## src/dac_pd_pkg.sv

```systemverilog
`default_nettype none

package dac_pd_pkg;

  // register map, one aligned word each
  localparam logic [7:0] ADDR_BYTE = 8'h00;
  localparam logic [7:0] ADDR_READBACK = 8'h04;
  localparam logic [7:0] ADDR_STATUS = 8'h08;
  localparam logic [7:0] ADDR_CTRL = 8'h0c;

  // control word layout
  localparam int WORD_W = 16;
  localparam int DATA_W = 12;
  localparam int MODE_HI_POS = 13;
  localparam int MODE_LO_POS = 12;
  localparam int DATA_MSB = 11;
  localparam int BYTE_W = 8;

  // ctrl register bits
  localparam int CTRL_LOW_SUPPLY_BIT = 0;
  localparam int CTRL_RESTART_BIT = 1;

  // status register fields
  localparam int STAT_SLEEP_BIT = 0;
  localparam int STAT_VALID_BIT = 1;
  localparam int STAT_MODE_LSB = 2;
  localparam int STAT_PENDING_BIT = 4;
  localparam int STAT_ADDR_LSB = 5;

  // values after reset
  localparam logic [DATA_W-1:0] CODE_RESET = 12'h000;
  localparam logic [BYTE_W-1:0] BYTE_RESET = 8'h00;
  localparam logic [4:0] SLAVE_ADDR_BASE = 5'h03;

  // wake-up delay, least times rounded up to whole cycles
  localparam int CLK_PERIOD_PS = 10000;
  localparam int WAKE_5V_PS = 2500000;
  localparam int WAKE_3V_PS = 6000000;
  localparam logic [9:0] WAKE_5V_CYC = 10'((WAKE_5V_PS + CLK_PERIOD_PS - 1) / CLK_PERIOD_PS);
  localparam logic [9:0] WAKE_3V_CYC = 10'((WAKE_3V_PS + CLK_PERIOD_PS - 1) / CLK_PERIOD_PS);

  typedef enum logic [1:0] {
    MODE_NORMAL = 2'b00,
    MODE_PD_1K = 2'b01,
    MODE_PD_100K = 2'b10,
    MODE_PD_3STATE = 2'b11
  } pd_mode_e;

  typedef enum logic {
    GRP_FIRST = 1'b0,
    GRP_SECOND = 1'b1
  } grp_state_e;

  // enables for the analog side
  typedef struct packed {
    logic bias_en;
    logic amp_en;
    logic string_en;
    logic out_connect;
    logic term_1k;
    logic term_100k;
  } analog_ctl_s;

endpackage : dac_pd_pkg

`default_nettype wire

```

## src/dac_power_down_control.sv

```systemverilog
// How it works
// - mode comes from word bits 13 and 12
// - 00 normal, 01 1k, 10 100k, 11 three-state
// - low sleep pin forces three-state power-down
// - power-down disables analog; 1k and 100k put output onto termination, three-state leaves it open
// - power-down never alters stored DAC code
// - output valid only after wake-up delay
// - strap pins give each device distinct address
// - word: two ignored, two mode, data
// - DAC code cleared to zero at reset
// - readback returns data and mode bits
`timescale 1ns/1ps
`default_nettype none

module dac_power_down_control
  import dac_pd_pkg::*;
(
  // clock and reset
  input wire logic pclk,
  input wire logic presetn,
  // apb slave
  input wire logic psel,
  input wire logic penable,
  input wire logic pwrite,
  input wire logic [7:0] paddr,
  input wire logic [31:0] pwdata,
  output logic [31:0] prdata,
  output logic pready,
  output logic pslverr,
  // pins
  input wire logic force_sleep_n_pin,
  input wire logic addr_strap_0,
  input wire logic addr_strap_1,
  // analog side
  output analog_ctl_s analog_ctl,
  output logic [DATA_W-1:0] dac_code,
  output logic output_valid
);

  function automatic logic reg_hit(input logic [7:0] addr);
    reg_hit = (addr == ADDR_BYTE) || (addr == ADDR_READBACK) ||
              (addr == ADDR_STATUS) || (addr == ADDR_CTRL);
  endfunction : reg_hit

  function automatic analog_ctl_s decode_mode(input pd_mode_e mode);
    analog_ctl_s c;
    c = '0;
    case (mode)
      MODE_NORMAL: begin
        c.bias_en = 1'b1;
        c.amp_en = 1'b1;
        c.string_en = 1'b1;
        c.out_connect = 1'b1;
      end
      MODE_PD_1K: c.term_1k = 1'b1;
      MODE_PD_100K: c.term_100k = 1'b1;
      MODE_PD_3STATE: c = '0;
      default: c = '0;
    endcase
    decode_mode = c;
  endfunction : decode_mode

  logic pready_ff;
  logic pslverr_ff;
  logic [31:0] prdata_ff;
  logic sleep_meta_ff;
  logic sleep_sync_n_ff;
  logic [1:0] strap_meta_ff;
  logic [1:0] strap_sync_ff;
  logic [6:0] slave_addr_ff;
  grp_state_e grp_ff;
  logic [BYTE_W-1:0] hi_byte_ff;
  pd_mode_e sw_mode_ff;
  logic [DATA_W-1:0] code_ff;
  logic low_supply_ff;
  analog_ctl_s ctl_ff;
  logic [9:0] wake_cnt_ff;
  logic output_valid_ff;

  logic setup_phase;
  logic apb_done;
  logic wr_done;
  logic byte_wr;
  logic commit;
  logic [WORD_W-1:0] word;
  pd_mode_e eff_mode;
  logic [9:0] wake_limit;
  logic [31:0] nxt_prdata;

  // one wait state: answer is registered in the first access cycle
  assign setup_phase = psel && penable && !pready_ff;
  assign apb_done = psel && penable && pready_ff;
  assign wr_done = apb_done && pwrite;
  assign byte_wr = wr_done && (paddr == ADDR_BYTE);
  assign commit = byte_wr && (grp_ff == GRP_SECOND);
  assign word = {hi_byte_ff, pwdata[BYTE_W-1:0]};
  assign eff_mode = sleep_sync_n_ff ? sw_mode_ff : MODE_PD_3STATE;
  assign wake_limit = low_supply_ff ? WAKE_3V_CYC : WAKE_5V_CYC;

  always_ff @(posedge pclk or negedge presetn) begin
    if (!presetn) begin
      pready_ff <= 1'b0;
      pslverr_ff <= 1'b0;
      prdata_ff <= 32'h0000_0000;
    end else begin
      pready_ff <= setup_phase;
      pslverr_ff <= setup_phase && !reg_hit(paddr);
      if (setup_phase) begin
        prdata_ff <= nxt_prdata;
      end
    end
  end

  always_comb begin
    nxt_prdata = 32'h0000_0000;
    if (!pwrite) begin
      case (paddr)
        ADDR_READBACK: nxt_prdata[WORD_W-1:0] = {2'b00, sw_mode_ff, code_ff};
        ADDR_STATUS: begin
          nxt_prdata[STAT_SLEEP_BIT] = (eff_mode != MODE_NORMAL);
          nxt_prdata[STAT_VALID_BIT] = output_valid_ff;
          nxt_prdata[STAT_MODE_LSB +: 2] = eff_mode;
          nxt_prdata[STAT_PENDING_BIT] = (grp_ff == GRP_SECOND);
          nxt_prdata[STAT_ADDR_LSB +: 7] = slave_addr_ff;
        end
        ADDR_CTRL: nxt_prdata[CTRL_LOW_SUPPLY_BIT] = low_supply_ff;
        default: nxt_prdata = 32'h0000_0000;
      endcase
    end
  end

  // pins are asynchronous to pclk
  always_ff @(posedge pclk or negedge presetn) begin
    if (!presetn) begin
      sleep_meta_ff <= 1'b1;
      sleep_sync_n_ff <= 1'b1;
      strap_meta_ff <= 2'b00;
      strap_sync_ff <= 2'b00;
    end else begin
      sleep_meta_ff <= force_sleep_n_pin;
      sleep_sync_n_ff <= sleep_meta_ff;
      strap_meta_ff <= {addr_strap_1, addr_strap_0};
      strap_sync_ff <= strap_meta_ff;
    end
  end

  // straps tracked continuously, not caught under reset
  always_ff @(posedge pclk or negedge presetn) begin
    if (!presetn) begin
      slave_addr_ff <= {SLAVE_ADDR_BASE, 2'b00};
    end else begin
      slave_addr_ff <= {SLAVE_ADDR_BASE, strap_sync_ff};
    end
  end

  // byte pairing; ctrl restart drops a half-written word
  always_ff @(posedge pclk or negedge presetn) begin
    if (!presetn) begin
      grp_ff <= GRP_FIRST;
      hi_byte_ff <= BYTE_RESET;
    end else if (byte_wr) begin
      case (grp_ff)
        GRP_FIRST: begin
          hi_byte_ff <= pwdata[BYTE_W-1:0];
          grp_ff <= GRP_SECOND;
        end
        GRP_SECOND: grp_ff <= GRP_FIRST;
        default: grp_ff <= GRP_FIRST;
      endcase
    end else if (wr_done && (paddr == ADDR_CTRL) && pwdata[CTRL_RESTART_BIT]) begin
      grp_ff <= GRP_FIRST;
    end
  end

  // code survives any power-down, only a full word moves it
  always_ff @(posedge pclk or negedge presetn) begin
    if (!presetn) begin
      sw_mode_ff <= MODE_NORMAL;
      code_ff <= CODE_RESET;
    end else if (commit) begin
      sw_mode_ff <= pd_mode_e'(word[MODE_HI_POS:MODE_LO_POS]);
      code_ff <= word[DATA_MSB:0];
    end
  end

  always_ff @(posedge pclk or negedge presetn) begin
    if (!presetn) begin
      low_supply_ff <= 1'b0;
    end else if (wr_done && (paddr == ADDR_CTRL)) begin
      low_supply_ff <= pwdata[CTRL_LOW_SUPPLY_BIT];
    end
  end

  always_ff @(posedge pclk or negedge presetn) begin
    if (!presetn) begin
      ctl_ff <= '0;
    end else begin
      ctl_ff <= decode_mode(eff_mode);
    end
  end

  // wake timer restarts on every power-down, including reset
  always_ff @(posedge pclk or negedge presetn) begin
    if (!presetn) begin
      wake_cnt_ff <= 10'h000;
      output_valid_ff <= 1'b0;
    end else if (eff_mode != MODE_NORMAL) begin
      wake_cnt_ff <= 10'h000;
      output_valid_ff <= 1'b0;
    end else begin
      if (wake_cnt_ff < wake_limit) begin
        wake_cnt_ff <= wake_cnt_ff + 10'h001;
      end
      output_valid_ff <= (wake_cnt_ff >= wake_limit);
    end
  end

  assign prdata = prdata_ff;
  assign pready = pready_ff;
  assign pslverr = pslverr_ff;
  assign analog_ctl = ctl_ff;
  assign dac_code = code_ff;
  assign output_valid = output_valid_ff;

  property p_commit_mode;
    @(posedge pclk) disable iff (!presetn)
      commit |=> sw_mode_ff == pd_mode_e'($past(hi_byte_ff[5:4]));
  endproperty
  a_commit_mode: assert property (p_commit_mode)
    else $error("mode bits not taken from word bits 13 and 12");

  property p_first_byte_holds;
    @(posedge pclk) disable iff (!presetn)
      (byte_wr && grp_ff == GRP_FIRST) |=> $stable(code_ff) && $stable(sw_mode_ff);
  endproperty
  a_first_byte_holds: assert property (p_first_byte_holds)
    else $error("first byte changed mode or code");

  property p_pin_override;
    @(posedge pclk) disable iff (!presetn)
      !sleep_sync_n_ff |=> ctl_ff == '0;
  endproperty
  a_pin_override: assert property (p_pin_override)
    else $error("sleep pin did not force three-state");

  property p_decode_pd;
    @(posedge pclk) disable iff (!presetn)
      (eff_mode == MODE_PD_1K) |=> ctl_ff.term_1k && !ctl_ff.term_100k && !ctl_ff.amp_en;
  endproperty
  a_decode_pd: assert property (p_decode_pd)
    else $error("1k power-down decoded wrongly");

  property p_sleep_analog_off;
    @(posedge pclk) disable iff (!presetn)
      (eff_mode != MODE_NORMAL) |=> !ctl_ff.bias_en && !ctl_ff.string_en && !ctl_ff.out_connect;
  endproperty
  a_sleep_analog_off: assert property (p_sleep_analog_off)
    else $error("analog left on in power-down");

  property p_code_kept;
    @(posedge pclk) disable iff (!presetn)
      !commit |=> $stable(code_ff);
  endproperty
  a_code_kept: assert property (p_code_kept)
    else $error("dac code moved without a word");

  property p_wake_time;
    @(posedge pclk) disable iff (!presetn)
      $rose(output_valid_ff) |-> $past(wake_cnt_ff) == (low_supply_ff ? WAKE_3V_CYC : WAKE_5V_CYC);
  endproperty
  a_wake_time: assert property (p_wake_time)
    else $error("output valid before wake-up delay");

  property p_readback;
    @(posedge pclk) disable iff (!presetn)
      (apb_done && !pwrite && paddr == ADDR_READBACK) |-> prdata_ff[13:0] == {sw_mode_ff, code_ff};
  endproperty
  a_readback: assert property (p_readback)
    else $error("readback lost mode or data");

  property p_strap;
    @(posedge pclk) disable iff (!presetn)
      ##1 slave_addr_ff == {SLAVE_ADDR_BASE, $past(strap_sync_ff)};
  endproperty
  a_strap: assert property (p_strap)
    else $error("slave address does not follow straps");

  property p_reset_code;
    @(posedge pclk) disable iff (!presetn)
      $rose(presetn) |-> code_ff == CODE_RESET;
  endproperty
  a_reset_code: assert property (p_reset_code)
    else $error("code not zero after reset");

  property p_decode_100k;
    @(posedge pclk) disable iff (!presetn)
      (eff_mode == MODE_PD_100K) |=> ctl_ff.term_100k && !ctl_ff.term_1k && !ctl_ff.amp_en;
  endproperty
  a_decode_100k: assert property (p_decode_100k)
    else $error("100k power-down decoded wrongly");

  // normal mode must drive the pin from the amplifier, no termination
  property p_normal_drive;
    @(posedge pclk) disable iff (!presetn)
      (eff_mode == MODE_NORMAL) |=> ctl_ff.bias_en && ctl_ff.amp_en && ctl_ff.out_connect &&
        !ctl_ff.term_1k && !ctl_ff.term_100k;
  endproperty
  a_normal_drive: assert property (p_normal_drive)
    else $error("normal mode decoded wrongly");

  property p_sleep_not_valid;
    @(posedge pclk) disable iff (!presetn)
      (eff_mode != MODE_NORMAL) |=> !output_valid_ff;
  endproperty
  a_sleep_not_valid: assert property (p_sleep_not_valid)
    else $error("output valid during power-down");

endmodule : dac_power_down_control

`default_nettype wire

```

## config.mk

```make
export PLATFORM = sky130hd
export DESIGN_NAME = dac_power_down_control
export DESIGN_NICKNAME = d
export VERILOG_FILES = /design/src/dac_pd_pkg.sv /design/src/dac_power_down_control.sv
export SDC_FILE = /design/constraint.sdc
export NUM_CORES = 1
export LEC_CHECK = 0
export ABC_AREA = 1
export CORE_MARGIN = 4
export CORE_UTILIZATION = 68
export DETAILED_ROUTE_END_ITERATION = 7
export DONT_BUFFER_PORTS = 1
export PLACE_DENSITY = 0.88
export SYNTH_ARGS = -nofsm -noshare
export SYNTH_HDL_FRONTEND = slang
export SYNTH_SLANG_ARGS = --single-unit
```

## constraint.sdc

```tcl
create_clock -name pclk -period 4.17 [get_ports pclk]
set_input_delay 1.0425 -clock pclk [delete_from_list [all_inputs] [get_ports pclk]]
set_output_delay 1.0425 -clock pclk [all_outputs]
set_load 0.03 [all_outputs]
```

==> metrics.txt <==
outcome=finished, final reports clean; Clock Skew=~0.0071 ns; MaxCap Viol Count=0; first-pass GRT wire length=~9.7 mm; worst skew pair latency=approximately 0.34 ns; per-cell routed wire length=between 10 and 15 um; hold buffers post-CTS=0; H-tree Lvls=3; power per standard cell area=between 300 and 400 nW/um2; Fin Setup TNS=0 ns; crit path DAT=about 1.4 ns; crit path max fanout=4; vias in the first global route=2145; layout cells sized above 1=0.0986; root cell of the clock tree=clkbuf_8; Slew @ Worst Pin=just over 1 ns; routed vias=between 2000 and 2500; IO buf count=0; Max Slew Vio Count=0; Setup Fix Bufs, Post-CTS=0; die area=around 5500 um2; initial core utilization=0.719; Crit. End Element=output port; Cell Area, Synth=2960 um2; fin crit period=2.41 ns; Ports=around 100; Final setup violation count=0; Post-synth ARST share=1.00; Max rail drop VDD=~0.23 mV; initial antenna violation count=0; # nets final=403; worst slack, placed=between 1.5 and 2 ns; clk buf depth=2; final core occ=0.735; HP Class=reg -> reg; syn_area_per_cell=between 8 and 9 um2; CORE AREA=roughly 4100 um2; startpoint types=flop; Synth cell types=29; CTS resizes=0; final hold vios=0; PnR worst setup slack=approximately 1.8 ns; Synth Warn #=0; maximum clock rate=a little over 0.4 GHz; Final ANT Viol Nets=0; Clock transition at path regs=about 0.07 ns; drt first pass iters=5; Synth Instances=roughly 350; Lkg Pwr=1.55 nW; routed wire length=a little under 6 mm; WHS=between 0.3 and 0.4 ns; RSZ-0062 raised after global routing=false; max_slew headroom=0.309; post-DP HPWL=4.16 mm; vias per cell=between 5 and 6; TritonCTS clock tree=built; fin crit share=0.579; Global Route Usage Sum=0.236; drt initial violations=190; Placer Congestion=roughly 0.89; Antenna Cells=0; Die H=between 70 and 80 um; grt ovf=0; P&R area growth vs syn=2.24%; Clock Sinks=60; Synth Flop Type=dfrtp_1; post-synthesis sequential area ratio=0.508; Synth Register Bits=60; required time at the worst-slack endpoint=around 3.1 ns; number of synthesized flops with an enable pin=0; detailed-route DRC error count=0; Row Count=23; Pwr Total=0.00111 W; Die W=between 70 and 80 um; kind of critical path=reg -> out; CTS Buf Count=9; largest net degree at the start of global routing=between 60 and 70
[area by class of cell]
class | instances | area [um2]
Inverter | 31 | 116
Sequential cell | 60 | 1500
Tap cell | 50 | 62.6
Clock buffer | 11 | 141
Fill cell | 313 | 1090
Multi-Input combinational cell | 248 | 1170
Clock inverter | 5 | 27.5
[cell families after synthesis]
family                   share of synthesized area
AND/OR/NAND/NOR                              0.297
buffers and inverters                        0.117
flip-flops                                   0.508
AO/OA/AOI/OAI                               0.0473
adder cells (fa/ha/maj)                     0.0211
XOR/XNOR                                   0.00888
other                                      0.00127
[Yosys cell counts (2+ instances only)]
master    instances  area, um2
buf_6             3       33.8
nand4_1           3       18.8
nor2_4            4       45.0
dfrtp_1          58       1450
o21ai_2           6       52.6
dfstp_2           2       52.6
a21oi_1           2       10.0
nor2_1           28        105
o21ai_0           3       15.0
o211ai_1          2       15.0
inv_1            30        113
buf_4            21        158
nor3_1            5       25.0
nand3_1          40        200
clkbuf_1          2       7.51
nand3_2           2       20.0
nand2_1         112        420
nand2_2           3       18.8
xnor2_1           2       17.5
buf_2             6       30.0
o21ai_1           8       40.0
ha_1              5       62.6
[final timing paths]
kind / start / end / slack, ns / depth (start not counted)
worst max register to register: low_supply_ff / wake_cnt_ff[6] / 1.81 / 9
min in group asynchronous: presetn / prdata[9] / 0.39 / 0
worst min-delay path: strap_meta_ff[0] / strap_sync_ff[0] / 0.35 / 0
worst min register to register: strap_meta_ff[0] / strap_sync_ff[0] / 0.35 / 0
max in group asynchronous: presetn / sleep_sync_n_ff / 3.58 / 0
worst max-delay path: analog_ctl[4] / analog_ctl[3] / 1.76 / 0
[placed cells by master (no fill, tap or decap), drive strengths merged]
master	netlist	final
xor2	1	1
xnor2	2	2
inv	31	31
nand3	42	42
dfrtp	58	58
nand2	116	116
nand4	3	3
nand3b	1	1
clkinvlp	0	1
clkinv	0	4
o211ai	2	2
conb	1	18
nor2	33	33
nor3	5	5
dfstp	2	2
ha	5	5
o21ai	17	17
clkbuf	2	11
a21oi	2	2
o21a	1	1
[stage by stage]
stage / instances / area, um2
6_report: 405 / 3030
3_3_place_gp: 389 / 2860
5_1_grt: 405 / 3030
3_5_place_dp: 389 / 2860
4_1_cts: 405 / 3030
2_1_floorplan: 371 / 3020
[power breakdown]
group          switching, W  internal [W]   total, W
registers         0.0000148      0.000591   0.000606
clock network      0.000223      0.000227   0.000451
logic             0.0000438    0.00000863  0.0000525
total              0.000282      0.000827    0.00111
[metal layers]
| layer | track usage | part of all wire |
|---|---|---|
| met2 | 0.374 | 0.49 |
| met3 | 0.0541 | 0.090 |
| met1 | 0.301 | 0.39 |
| met5 | 0 | 0 |
| met4 | 0.133 | 0.022 |
[state kept, by name (all words and copies together) (netlist names), 2 cells and up]
signal	cells
strap_sync_ff	2
wake_cnt_ff	10
sw_mode_ff	2
hi_byte_ff	6
slave_addr_ff	2
dac_code	12
strap_meta_ff	2
analog_ctl	3
prdata	14
Note: power is estimated with default switching activity, not from simulation.
